**src/hw/tpg_pkg.sv**
```systemverilog
// package for the test pattern frame geometry block: offsets, resets, widths
// assumes a single pixel clock domain and an 8-bit main register space
package tpg_pkg;
  // main-space addresses of the port select and indirect pair
  localparam logic [7:0] ADDR_PORT_SEL = 8'h1E;
  localparam logic [7:0] ADDR_INDEX = 8'h66;
  localparam logic [7:0] ADDR_DATA = 8'h67;
  // port select field positions and reset value (port 0 selected)
  localparam int PSEL_PORT0_BIT = 0;
  localparam int PSEL_PORT1_BIT = 1;
  localparam logic [1:0] PSEL_RESET = 2'h1;
  // indirect offsets of the geometry registers
  localparam logic [7:0] OFS_TOTAL_HWIDTH_LOW = 8'h04;
  localparam logic [7:0] OFS_TOTAL_SIZE_MIXED = 8'h05;
  localparam logic [7:0] OFS_TOTAL_VHEIGHT_HIGH = 8'h06;
  localparam logic [7:0] OFS_ACTIVE_HWIDTH_LOW = 8'h07;
  localparam logic [7:0] OFS_ACTIVE_SIZE_MIXED = 8'h08;
  localparam logic [7:0] OFS_ACTIVE_VHEIGHT_HIGH = 8'h09;
  localparam logic [7:0] OFS_HSYNC_WIDTH = 8'h0A;
  localparam logic [7:0] OFS_VSYNC_WIDTH = 8'h0B;
  // number of geometry registers held per port, from the first offset
  localparam int NUM_CFG = 8;
  localparam int NUM_PORTS = 2;
  // reset values of the geometry registers
  localparam logic [7:0] RST_TOTAL_HWIDTH_LOW = 8'h48;
  localparam logic [7:0] RST_TOTAL_SIZE_MIXED = 8'h53;
  localparam logic [7:0] RST_TOTAL_VHEIGHT_HIGH = 8'h1E;
  localparam logic [7:0] RST_ACTIVE_HWIDTH_LOW = 8'h20;
  localparam logic [7:0] RST_ACTIVE_SIZE_MIXED = 8'h03;
  localparam logic [7:0] RST_ACTIVE_VHEIGHT_HIGH = 8'h1E;
  localparam logic [7:0] RST_HSYNC_WIDTH = 8'h0A;
  localparam logic [7:0] RST_VSYNC_WIDTH = 8'h02;
  // reset image of one port's register set, index 0 is offset 0x4
  localparam logic [NUM_CFG-1:0][7:0] CFG_RESET = {
    RST_VSYNC_WIDTH, RST_HSYNC_WIDTH, RST_ACTIVE_VHEIGHT_HIGH, RST_ACTIVE_SIZE_MIXED,
    RST_ACTIVE_HWIDTH_LOW, RST_TOTAL_VHEIGHT_HIGH, RST_TOTAL_SIZE_MIXED,
    RST_TOTAL_HWIDTH_LOW};
  // full reset state of the geometry in pixels and lines
  localparam logic [11:0] DEF_TOTAL_H = 12'h348;
  localparam logic [11:0] DEF_TOTAL_V = 12'h1E5;
  localparam logic [11:0] DEF_ACTIVE_H = 12'h320;
  localparam logic [11:0] DEF_ACTIVE_V = 12'h1E0;
endpackage

```
**src/hw/tpg_frame_geometry.sv**
```systemverilog
// frame geometry registers and frame timing for a two-port test pattern generator
// assumes registers are reached over a simple 8-bit main-space strobe port on clk
// What this block does
// - total width from offset 4 and 5[3:0]
// - total height from 5[7:4] and offset 6
// - active width from offset 7 and 8[3:0]
// - active height from 8[7:4] and offset 9
// - hsync pulse width in pixels from offset A
// - total registers reset to 48h, 53h, 1Eh
// - active registers 20h, 3h, 1Eh, hsync Ah
// - vsync pulse width in lines from offset B
module tpg_frame_geometry
(
  input wire logic clk, // pixel clock, 100 MHz
  input wire logic sys_rst, // synchronous reset, active high
  input wire logic [7:0] reg_addr, // main-space address
  input wire logic [7:0] reg_wdata, // main-space write data
  input wire logic reg_wr, // one-cycle write strobe
  input wire logic reg_rd, // one-cycle read strobe
  input wire logic [tpg_pkg::NUM_PORTS-1:0] pg_enable, // generator on, per port
  output logic [7:0] reg_rdata, // read data, valid with reg_rvalid
  output logic reg_rvalid, // one-cycle read answer
  output logic [tpg_pkg::NUM_PORTS-1:0] hsync, // horizontal sync, per port
  output logic [tpg_pkg::NUM_PORTS-1:0] vsync, // vertical sync, per port
  output logic [tpg_pkg::NUM_PORTS-1:0] active // active picture flag, per port
);
  import tpg_pkg::*;

  // all state of the block
  typedef struct packed {
    logic [1:0] port_sel; // port select bits
    logic [7:0] index; // indirect offset
    logic [NUM_PORTS-1:0][NUM_CFG-1:0][7:0] cfg; // geometry registers per port
    logic [NUM_PORTS-1:0][11:0] hcnt; // pixel counter per port
    logic [NUM_PORTS-1:0][11:0] vcnt; // line counter per port
    logic [NUM_PORTS-1:0] hs; // hsync output
    logic [NUM_PORTS-1:0] vs; // vsync output
    logic [NUM_PORTS-1:0] act; // active output
    logic [7:0] rdata; // read answer
    logic rvalid; // read answer strobe
  } tpg_state_t;

  tpg_state_t st;
  tpg_state_t next_st;

  // twelve-bit width: low byte plus low nibble as the top bits
  function automatic logic [11:0] tpg_join_h(input logic [7:0] lo, input logic [7:0] mix);
    tpg_join_h = {mix[3:0], lo};
  endfunction

  // twelve-bit height: high nibble as low bits plus a high byte
  function automatic logic [11:0] tpg_join_v(input logic [7:0] mix, input logic [7:0] hi);
    tpg_join_v = {hi, mix[7:4]};
  endfunction

  // true when an indirect offset names a geometry register
  function automatic logic tpg_in_map(input logic [7:0] ofs);
    tpg_in_map = (ofs >= OFS_TOTAL_HWIDTH_LOW) && (ofs <= OFS_VSYNC_WIDTH);
  endfunction

  // decoded geometry per port
  logic [NUM_PORTS-1:0][11:0] tot_h;
  logic [NUM_PORTS-1:0][11:0] tot_v;
  logic [NUM_PORTS-1:0][11:0] act_h;
  logic [NUM_PORTS-1:0][11:0] act_v;
  logic [NUM_PORTS-1:0][7:0] hs_w;
  logic [NUM_PORTS-1:0][7:0] vs_w;

  // register slot of the current index
  // below the first offset the subtraction wraps; tpg_in_map guards every use
  logic [2:0] slot;
  assign slot = 3'(st.index - OFS_TOTAL_HWIDTH_LOW);

  // read port: port 1 only when port 0 is not selected
  // with both bits set, writes reach both ports and reads come from port 0
  logic rport;
  assign rport = st.port_sel[PSEL_PORT1_BIT] & ~st.port_sel[PSEL_PORT0_BIT];

  // next state: register port, geometry decode, frame counters
  always_comb begin
    // defaults: every register holds, the read answer lasts one cycle
    next_st = st;
    next_st.rvalid = 1'b0;
    for (int p = 0; p < NUM_PORTS; p++) begin
      // total width from its low register and mixed low nibble
      tot_h[p] = tpg_join_h(st.cfg[p][0], st.cfg[p][1]);
      // total height from mixed high nibble and high register
      tot_v[p] = tpg_join_v(st.cfg[p][1], st.cfg[p][2]);
      act_h[p] = tpg_join_h(st.cfg[p][3], st.cfg[p][4]);
      act_v[p] = tpg_join_v(st.cfg[p][4], st.cfg[p][5]);
      hs_w[p] = st.cfg[p][6];
      vs_w[p] = st.cfg[p][7];
    end
    if (sys_rst) begin
      // reset values of every geometry register
      next_st.port_sel = PSEL_RESET;
      next_st.index = 8'h00;
      for (int p = 0; p < NUM_PORTS; p++) begin
        next_st.cfg[p] = CFG_RESET;
      end
      next_st.hcnt = '0;
      next_st.vcnt = '0;
      next_st.hs = '0;
      next_st.vs = '0;
      next_st.act = '0;
      next_st.rdata = 8'h00;
    end else begin
      // main-space writes
      if (reg_wr) begin
        case (reg_addr)
          ADDR_PORT_SEL: next_st.port_sel = reg_wdata[1:0];
          ADDR_INDEX: next_st.index = reg_wdata;
          ADDR_DATA: begin
            // data lands in every selected port at the index
            if (tpg_in_map(st.index)) begin
              for (int p = 0; p < NUM_PORTS; p++) begin
                if (st.port_sel[p]) begin
                  next_st.cfg[p][slot] = reg_wdata;
                end
              end
            end
          end
          default: ; // other main-space addresses belong elsewhere
        endcase
      end
      // main-space reads, answered the next cycle
      if (reg_rd) begin
        next_st.rvalid = 1'b1;
        case (reg_addr)
          ADDR_PORT_SEL: next_st.rdata = {6'h00, st.port_sel};
          ADDR_INDEX: next_st.rdata = st.index;
          ADDR_DATA: begin
            // unmapped indirect offsets read as zero
            next_st.rdata = tpg_in_map(st.index) ? st.cfg[rport][slot] : 8'h00;
          end
          default: next_st.rdata = 8'h00; // not held here
        endcase
      end
      // frame timing per port; geometry is assumed stable while running
      // a counter at or above its last value wraps, so a total lowered while
      // running cannot leave the counter stranded beyond the new end
      for (int p = 0; p < NUM_PORTS; p++) begin
        if (!pg_enable[p]) begin
          next_st.hcnt[p] = 12'h000;
          next_st.vcnt[p] = 12'h000;
        end else if (st.hcnt[p] >= 12'(tot_h[p] - 12'h001)) begin
          // pixel wrap, then line advance or wrap
          next_st.hcnt[p] = 12'h000;
          if (st.vcnt[p] >= 12'(tot_v[p] - 12'h001)) begin
            next_st.vcnt[p] = 12'h000;
          end else begin
            next_st.vcnt[p] = 12'(st.vcnt[p] + 12'h001);
          end
        end else begin
          next_st.hcnt[p] = 12'(st.hcnt[p] + 12'h001);
        end
        // outputs follow the counters they are registered with
        // decoding from next_st keeps each output in step with its counter
        next_st.hs[p] = pg_enable[p] && (next_st.hcnt[p] < {4'h0, hs_w[p]});
        next_st.vs[p] = pg_enable[p] && (next_st.vcnt[p] < {4'h0, vs_w[p]});
        next_st.act[p] = pg_enable[p] && (next_st.hcnt[p] < act_h[p])
                         && (next_st.vcnt[p] < act_v[p]);
      end
    end
  end

  // state register
  // no reset term here: the reset branch above supplies every value
  always_ff @(posedge clk) begin
    st <= next_st;
  end

  // outputs straight from the state register
  assign reg_rdata = st.rdata;
  assign reg_rvalid = st.rvalid;
  assign hsync = st.hs;
  assign vsync = st.vs;
  assign active = st.act;
endmodule

```
**config.mk**
```make
export PLATFORM = sky130hd
export DESIGN_NAME = tpg_frame_geometry
export DESIGN_NICKNAME = d
export VERILOG_FILES = /design/src/hw/tpg_pkg.sv /design/src/hw/tpg_frame_geometry.sv
export SDC_FILE = /design/constraint.sdc
export NUM_CORES = 1
export LEC_CHECK = 0
export ABC_AREA = 1
export BUFFER_PORTS_ARGS = -buffer_cell sky130_fd_sc_hd__buf_2
export CORE_MARGIN = 4
export CORE_UTILIZATION = 53
export DETAILED_ROUTE_END_ITERATION = 8
export PLACE_DENSITY = 0.69
export SLEW_MARGIN = 30
export SYNTH_ARGS = -nofsm -noshare
export SYNTH_HDL_FRONTEND = slang
export SYNTH_SLANG_ARGS = --single-unit
```
**constraint.sdc**
```tcl
create_clock -name clk -period 11.6 [get_ports clk]
set_clock_uncertainty 0.1 [all_clocks]
set_input_delay 1.16 -clock clk [delete_from_list [all_inputs] [get_ports clk]]
set_output_delay 1.16 -clock clk [all_outputs]
set_load 0.05 [all_outputs]
```
==> reports/metrics.yaml, run 1 <==
status: "complete, no violations"
antenna_found_initial: 0
dieHeight_um: 165
synth_edf_count: 0
start_util: 0.539
cts-root-buf: "clkbuf_16"
netlist_instances: 1869
holdBufCountCts: 0
crit_path_end_kind: "register"
grt_pass1_vias: 11700
route.detailed.drc: 0
yosysWarnings: 0
cts_buffers: 24
nFillCells: 2348
syn_nets: 2019
core_um2: 24300
firstDrtPassIters: 5
clock_path_buffers: 3
vias: 12300
syn2layout_area_growth_pct: 6.97
path_max_fanout: 23
arrival_ns: 5.38
ir_drop_v: 0.0000994
critPathKind: "reg -> reg"
ys.flop_type: "dfxtp_1"
rows: 57
htree_levels: 1
finalSetupTns_ns: 0
grt_pass1_wl_um: 63300
powerDensity_nw_per_um2: 110
highest_layer: "met4"
rsz0062_at_grt: "no"
hp-class: "reg -> reg"
finalSetupViolCount: 0
finalHoldViolCount: 0
synth_area_um2: 13100
port_buffers: 36
route.antenna.remaining_nets: 0
period_needed_ns: 5.03
fp.dieArea_um2: 27300
grt_max_degree: 104
drt-met1-wl_um: 17700
grt.overflow.total: 0
routed_wl_um: 40000
wire_per_inst_um: 18.3
clock_latency_ns: 0.52
regArea_um2: 4020
place_congestion: 0.955
slew_viol_final: 0
post-cts-setup-buffers: 0
yosysTopAreaCell: "dfxtp_1"
postPlaceCellArea_um2: 13200
cts.clk_slew.worst_paths_ns: 0.06
yosys.cell_types.count: 47
clkSinkCount: 201
synth.top_cell.area_share: 0.307
io_pins: 37
max-cap-violations: 0
startpoint_type: "register"
multiInputGateArea_um2: 7520
slew_headroom: 0.369
drtIter0Drc: 1184
num-nets-final: 1998
fmax_ghz: 0.199
die_w_um: 165
synthArstFlopShare: 0
cts_tree: "built"
tightest_slew_ns: 0.946
wl_met2_um: 18300
grt_use_total: 0.294
wl_met3_um: 2260
avgSynthCellArea_um2: 7.02
drive_above_1_share: 0.0686
synth_area_leaders: "dfxtp_1, ha_1, a21oi_1"
postLayoutCellArea_um2: 14000
cp.required_ns: 11.95
dp_hpwl_um: 30000
ctsResizeCount: 0
finalCritPeriodShare: 0.434
seq_area_frac_synth: 0.307
viasPerCell: 5.62
diodes: 0
p_leak_nw: 6.30
ys_ff_latch: 201
==> state kept, by name (all words and copies together), names as in the netlist <==
name,count
active,2
vsync,2
hs_w,16
hsync,2
act_v,24
reg_rdata,8
reg_rvalid,1
act_h,24
st,122
==> report_power, final <==
| group | switching (W) | internal [W] | leakage (nW) | total, W |
|---|---|---|---|---|
| sequential | 0.00000144 | 0.000693 | 1.62 | 0.000694 |
| clock | 0.000310 | 0.000482 | 0.407 | 0.000792 |
| combinational | 0.0000497 | 0.0000139 | 4.27 | 0.0000635 |
==> per-stage QoR <==
stage	power [W]	cells	hold slack (ns)	utilization	setup WS, ns
2_1_floorplan	0.000751	1869	0.344	-	7.65
3_3_place_gp	0.000772	2146	0.353	0.543	6.74
3_5_place_dp	0.000772	2146	0.358	0.543	6.62
4_1_cts	0.00156	2190	0.367	0.577	6.56
5_1_grt	0.00159	2190	0.392	0.577	6.00
6_report	0.00155	2190	0.364	0.577	6.57
==> logic make-up (layout without fill, tap and decap cells) <==
kind of cell | count (synthesis) | after routing | synth area share
fa+ha+maj | 128 | 128 | 0.122
xor+xnor | 54 | 54 | 0.0361
flops | 201 | 201 | 0.307
simple gates | 599 | 599 | 0.208
compound gates | 526 | 526 | 0.208
buf+inv | 361 | 358 | 0.120
==> worst max-delay path: stages, from the launching register on <==
cell	delay, ns
dfxtp_1	0.36
nor2_1	0.10
nand2_1	0.08
nor3_1	0.25
nand2_1	0.08
nor2_1	0.15
nand3_1	0.12
nor3_1	0.18
xor2_1	0.16
inv_1	0.06
ha_1	0.28
a21oi_1	0.14
o21ai_0	0.09
nor2_1	0.18
nand2_1	0.36
inv_1	0.22
nand2_2	0.26
nand2_1	0.19
inv_2	0.10
nor3_1	0.35
ha_1	0.32
a21oi_1	0.12
o21ai_0	0.09
a2111oi_0	0.41
nand2_1	0.09
nor2_1	0.12
==> path summary, 6_finish.rpt <==
kind,cells after the start,from,slack (ns),to
setup / recovery,25,st[65],6.57,active[0]
hold reg to reg,2,reg_rdata[0],0.36,reg_rdata[0]
setup reg to reg,25,st[65],6.57,active[0]
hold / removal,2,reg_rdata[0],0.36,reg_rdata[0]
==> cell usage after synthesis (all sizes together), types with 2 or more instances <==
cell type  count
nand3b         5
o211ai         9
xor2          46
xnor2          8
inv          270
a2111oi        2
o22ai          5
a21oi        254
nor4          10
or2            4
nand4         22
nor3          51
clkbuf        35
buf           52
a31oi          4
nand2        265
dfxtp        201
o21ai        247
ha           128
o2111ai        2
nor2         157
clkinv         3
nand3         81
==> cells in the final DEF (no fill, tap or decap), types with 5 or more instances in the layout <==
master     netlist  routed
xnor2_1          8       8
o22ai_1          5       5
dfxtp_1        201     201
clkbuf_1        34       5
o211ai_1         9       9
clkbuf_16        0      25
clkinv_2         0       5
a21oi_1        250     250
nand2_2          4       5
buf_2           15      35
nor2_1         138     138
nor2_4          16      16
nor3_1          49      49
ha_1           128     128
nor4_1          10      10
nand2_1        261     260
nand3b_1         5       5
inv_1          267     266
xor2_1          46      46
o21ai_0        240     240
nand3_1         77      77
nand4_1         22      22
buf_4           20       6
==> routing by layer <==
metal / vias to the layer above / track usage
met1: 5628 / 0.396
li1: 6178 / -
met5: - / 0
met2: 409 / 0.481
met3: 102 / 0.0362
met4: 0 / 0.118
==> cell type report <==
class / instances / share of cell area
Clock buffer: 33 / 0.0489
Multi-Input combinational cell: 1307 / 0.536
Sequential cell: 201 / 0.287
Tap cell: 324 / 0.0289
Inverter: 273 / 0.0733
Timing Repair Buffer: 41 / 0.0157
Clock inverter: 11 / 0.0103
Power figures use the tool's default switching activity.
==> inputs of run 2 (changes only) <==
--- a/config.mk
+++ b/config.mk
@@ -10,7 +10,7 @@
 export CORE_MARGIN = 4
 export CORE_UTILIZATION = 53
 export DETAILED_ROUTE_END_ITERATION = 8
-export PLACE_DENSITY = 0.69
+export PLACE_DENSITY = 0.72
 export SLEW_MARGIN = 30
 export SYNTH_ARGS = -nofsm -noshare
 export SYNTH_HDL_FRONTEND = slang
==> constraint.sdc (replaced) <==
create_clock -name clk -period 4.6 [get_ports clk]
set_clock_uncertainty 0.1 [all_clocks]
set_input_delay 0.46 -clock clk [delete_from_list [all_inputs] [get_ports clk]]
set_output_delay 0.46 -clock clk [all_outputs]
set_load 0.05 [all_outputs]
==> reports/metrics.yaml, run 2 (synthesis gave the netlist of run 1 again) <==
status: "complete, no violations"
hp-class: "in -> reg"
rows: 57  # unchanged
finalSetupViolCount: 0  # unchanged
place_ws_ns: 0.0423  # -6.57 ns
max-cap-violations: 0  # unchanged
firstDrtPassIters: 6  # +1
diodes: 0  # unchanged
slew_headroom: 0.355  # -0.0136
drive_above_1_share: 0.0921  # +0.0235
r2r-start: "st[64]"
num-nets-final: 2013  # +0.75%
slew_viol_final: 0  # unchanged
grt.overflow.total: 0  # unchanged
syn2layout_area_growth_pct: 8.73
path_max_fanout: 13  # -43%
finalCritPeriodShare: 0.927  # +0.493
final_cells: 2202  # +0.55%
min_path_cells: 3  # +1
core_um2: 24300  # unchanged
vias: 12300  # -0.12%
worst_r2r_path_depth: 26  # +4.0%
holdBufCountCts: 0  # unchanged
clock_path_buffers: 3  # unchanged
final_common_cell: "inv_1"
reg2reg_slack_ns: 0.34  # -6.23 ns
fp.dieArea_um2: 27300  # unchanged
ir_drop_v: 0.000261  # +160%
grt_use_total: 0.289  # -0.00509
fmax_ghz: 0.235  # +18%
routed_wl_um: 40100  # +0.11%
grt_pass1_wl_um: 61900  # -2.3%
die_w_um: 165  # unchanged
htree_levels: 1  # unchanged
start_util: 0.539  # unchanged
nFillCells: 2325  # -0.98%
route.detailed.drc: 0  # unchanged
dp_cells: 2156  # +0.47%
place_congestion: 0.982  # +2.8%
cts.clk_slew.worst_paths_ns: 0.06  # about the same
critPathKind: "reg -> reg"
grt_max_degree: 104  # unchanged
powerDensity_nw_per_um2: 272  # +150%
port_buffers: 36  # unchanged
clock_latency_ns: 0.52  # about the same
met2_usage: 0.458  # -0.0234
hp-start: "reg_wdata[7]"
drtIter0Drc: 1228  # +3.7%
clkSinkCount: 201  # unchanged
viasPerCell: 5.59  # -0.67%
cp.required_ns: 4.96  # -6.99 ns
top_usage_layer: "met2"
largest_register_ffs: 122  # unchanged
period_needed_ns: 4.26  # -0.767 ns
route.antenna.remaining_nets: 0  # unchanged
io_pins: 37  # unchanged
worst_slack_ns: 0.337  # -6.23 ns
grtUsageMet3: 0.0328  # -0.00347
rr_endpoint: "active[0]"
finalHoldViolCount: 0  # unchanged
grt_pass1_vias: 11300  # -3.1%
wire_per_inst_um: 18.2  # -0.43%
cts_tree: "built"
startpoint_type: "register"
mostFrequentLayoutCells: "inv_1, nand2_1, a21oi_1"
dieHeight_um: 165  # unchanged
cts-root-buf: "clkbuf_16"
largest_register: "st"
cts_buffers: 24  # unchanged
arrival_ns: 4.62  # -0.76 ns
tightest_slew_ns: 0.967  # +0.0203 ns
min_to: "st[198]"
grtUsageMet1: 0.403  # +0.00670
crit_path_end_kind: "register"
dp_hpwl_um: 29700  # -0.75%
p_leak_nw: 6.40  # +1.6%
antenna_found_initial: 0  # unchanged
-- run 2: cell count changes in the layout (fill, tap and decap cells not counted), sizes merged --
cell    change
inv         -2
bufinv      -1
clkinv      +1
clkbuf      -1
buf        +15
-- run 2: worst max-delay path by stage --
stage,from,endpoint,slack [ns],cells past startpoint
finish,st[64],active[0],0.34,26
global placement,st[64],active[0],0.20,28
CTS,st[129],active[1],0.01,24
detailed placement,st[129],active[1],0.04,21
global route,st[64],active[0],-0.08,28
floorplan,st[65],active[0],0.65,26
-- run 2: metrics by stage --
step	util	TNS, ns	total power (W)	hold WS, ns	area (µm²)
global route	0.586	-0.164	0.00399	0.167	14300
finish	0.586	0	0.00388	0.168	14300
detailed placement	0.546	0	0.00195	0.355	13300
global placement	0.546	0	0.00195	0.352	13300
CTS	0.580	0	0.00390	0.153	14100
floorplan	-	0	0.00189	0.344	13100
-- run 2: worst max-delay path, stage by stage, from the launching register on --
cell,delay (ns)
dfxtp_1,0.33
nor2_1,0.12
nand2_1,0.10
nor3_2,0.23
nand2_1,0.11
nor2_2,0.15
nand3_2,0.10
nor3_2,0.18
xor2_1,0.16
inv_1,0.05
ha_1,0.30
nand2_1,0.09
inv_1,0.04
nand3_1,0.09
a21oi_2,0.05
nor2_2,0.15
nand2_2,0.12
buf_4,0.20
or2_2,0.28
nand3_1,0.14
inv_1,0.06
ha_1,0.30
nand2_1,0.08
o21ai_0,0.10
a2111oi_2,0.34
nand2_1,0.10
nor2_1,0.11
-- run 2: what timing repair did --
item,CTS,global route
buffers inserted,0,5
setup endpoints to repair,1,5
pin swaps,0,14
resized for setup,1,37
-- run 2: layout make-up --
cell class,count,area (µm²),share of cell area
Clock buffer,32,712,0.0499
Clock inverter,9,105,0.00737
Inverter,273,1030,0.0720
Multi-Input combinational cell,1307,7640,0.536
Sequential cell,201,4020,0.282
Tap cell,324,405,0.0284
Timing Repair Buffer,56,344,0.0241
-- run 2: report_power, final --
| part | switching, W | internal, W | leakage, nW |
|---|---|---|---|
| clock | 0.000770 | 0.00119 | 0.405 |
| combinational | 0.000127 | 0.0000373 | 4.37 |
| sequential | 0.00000317 | 0.00175 | 1.62 |
-- run 2: metal layers --
layer  vias up  wire length, µm
met1      5599            18200
li1       6207                -
met2       412            17800
met4         0             1800
met3        84             2300
met5         -                0
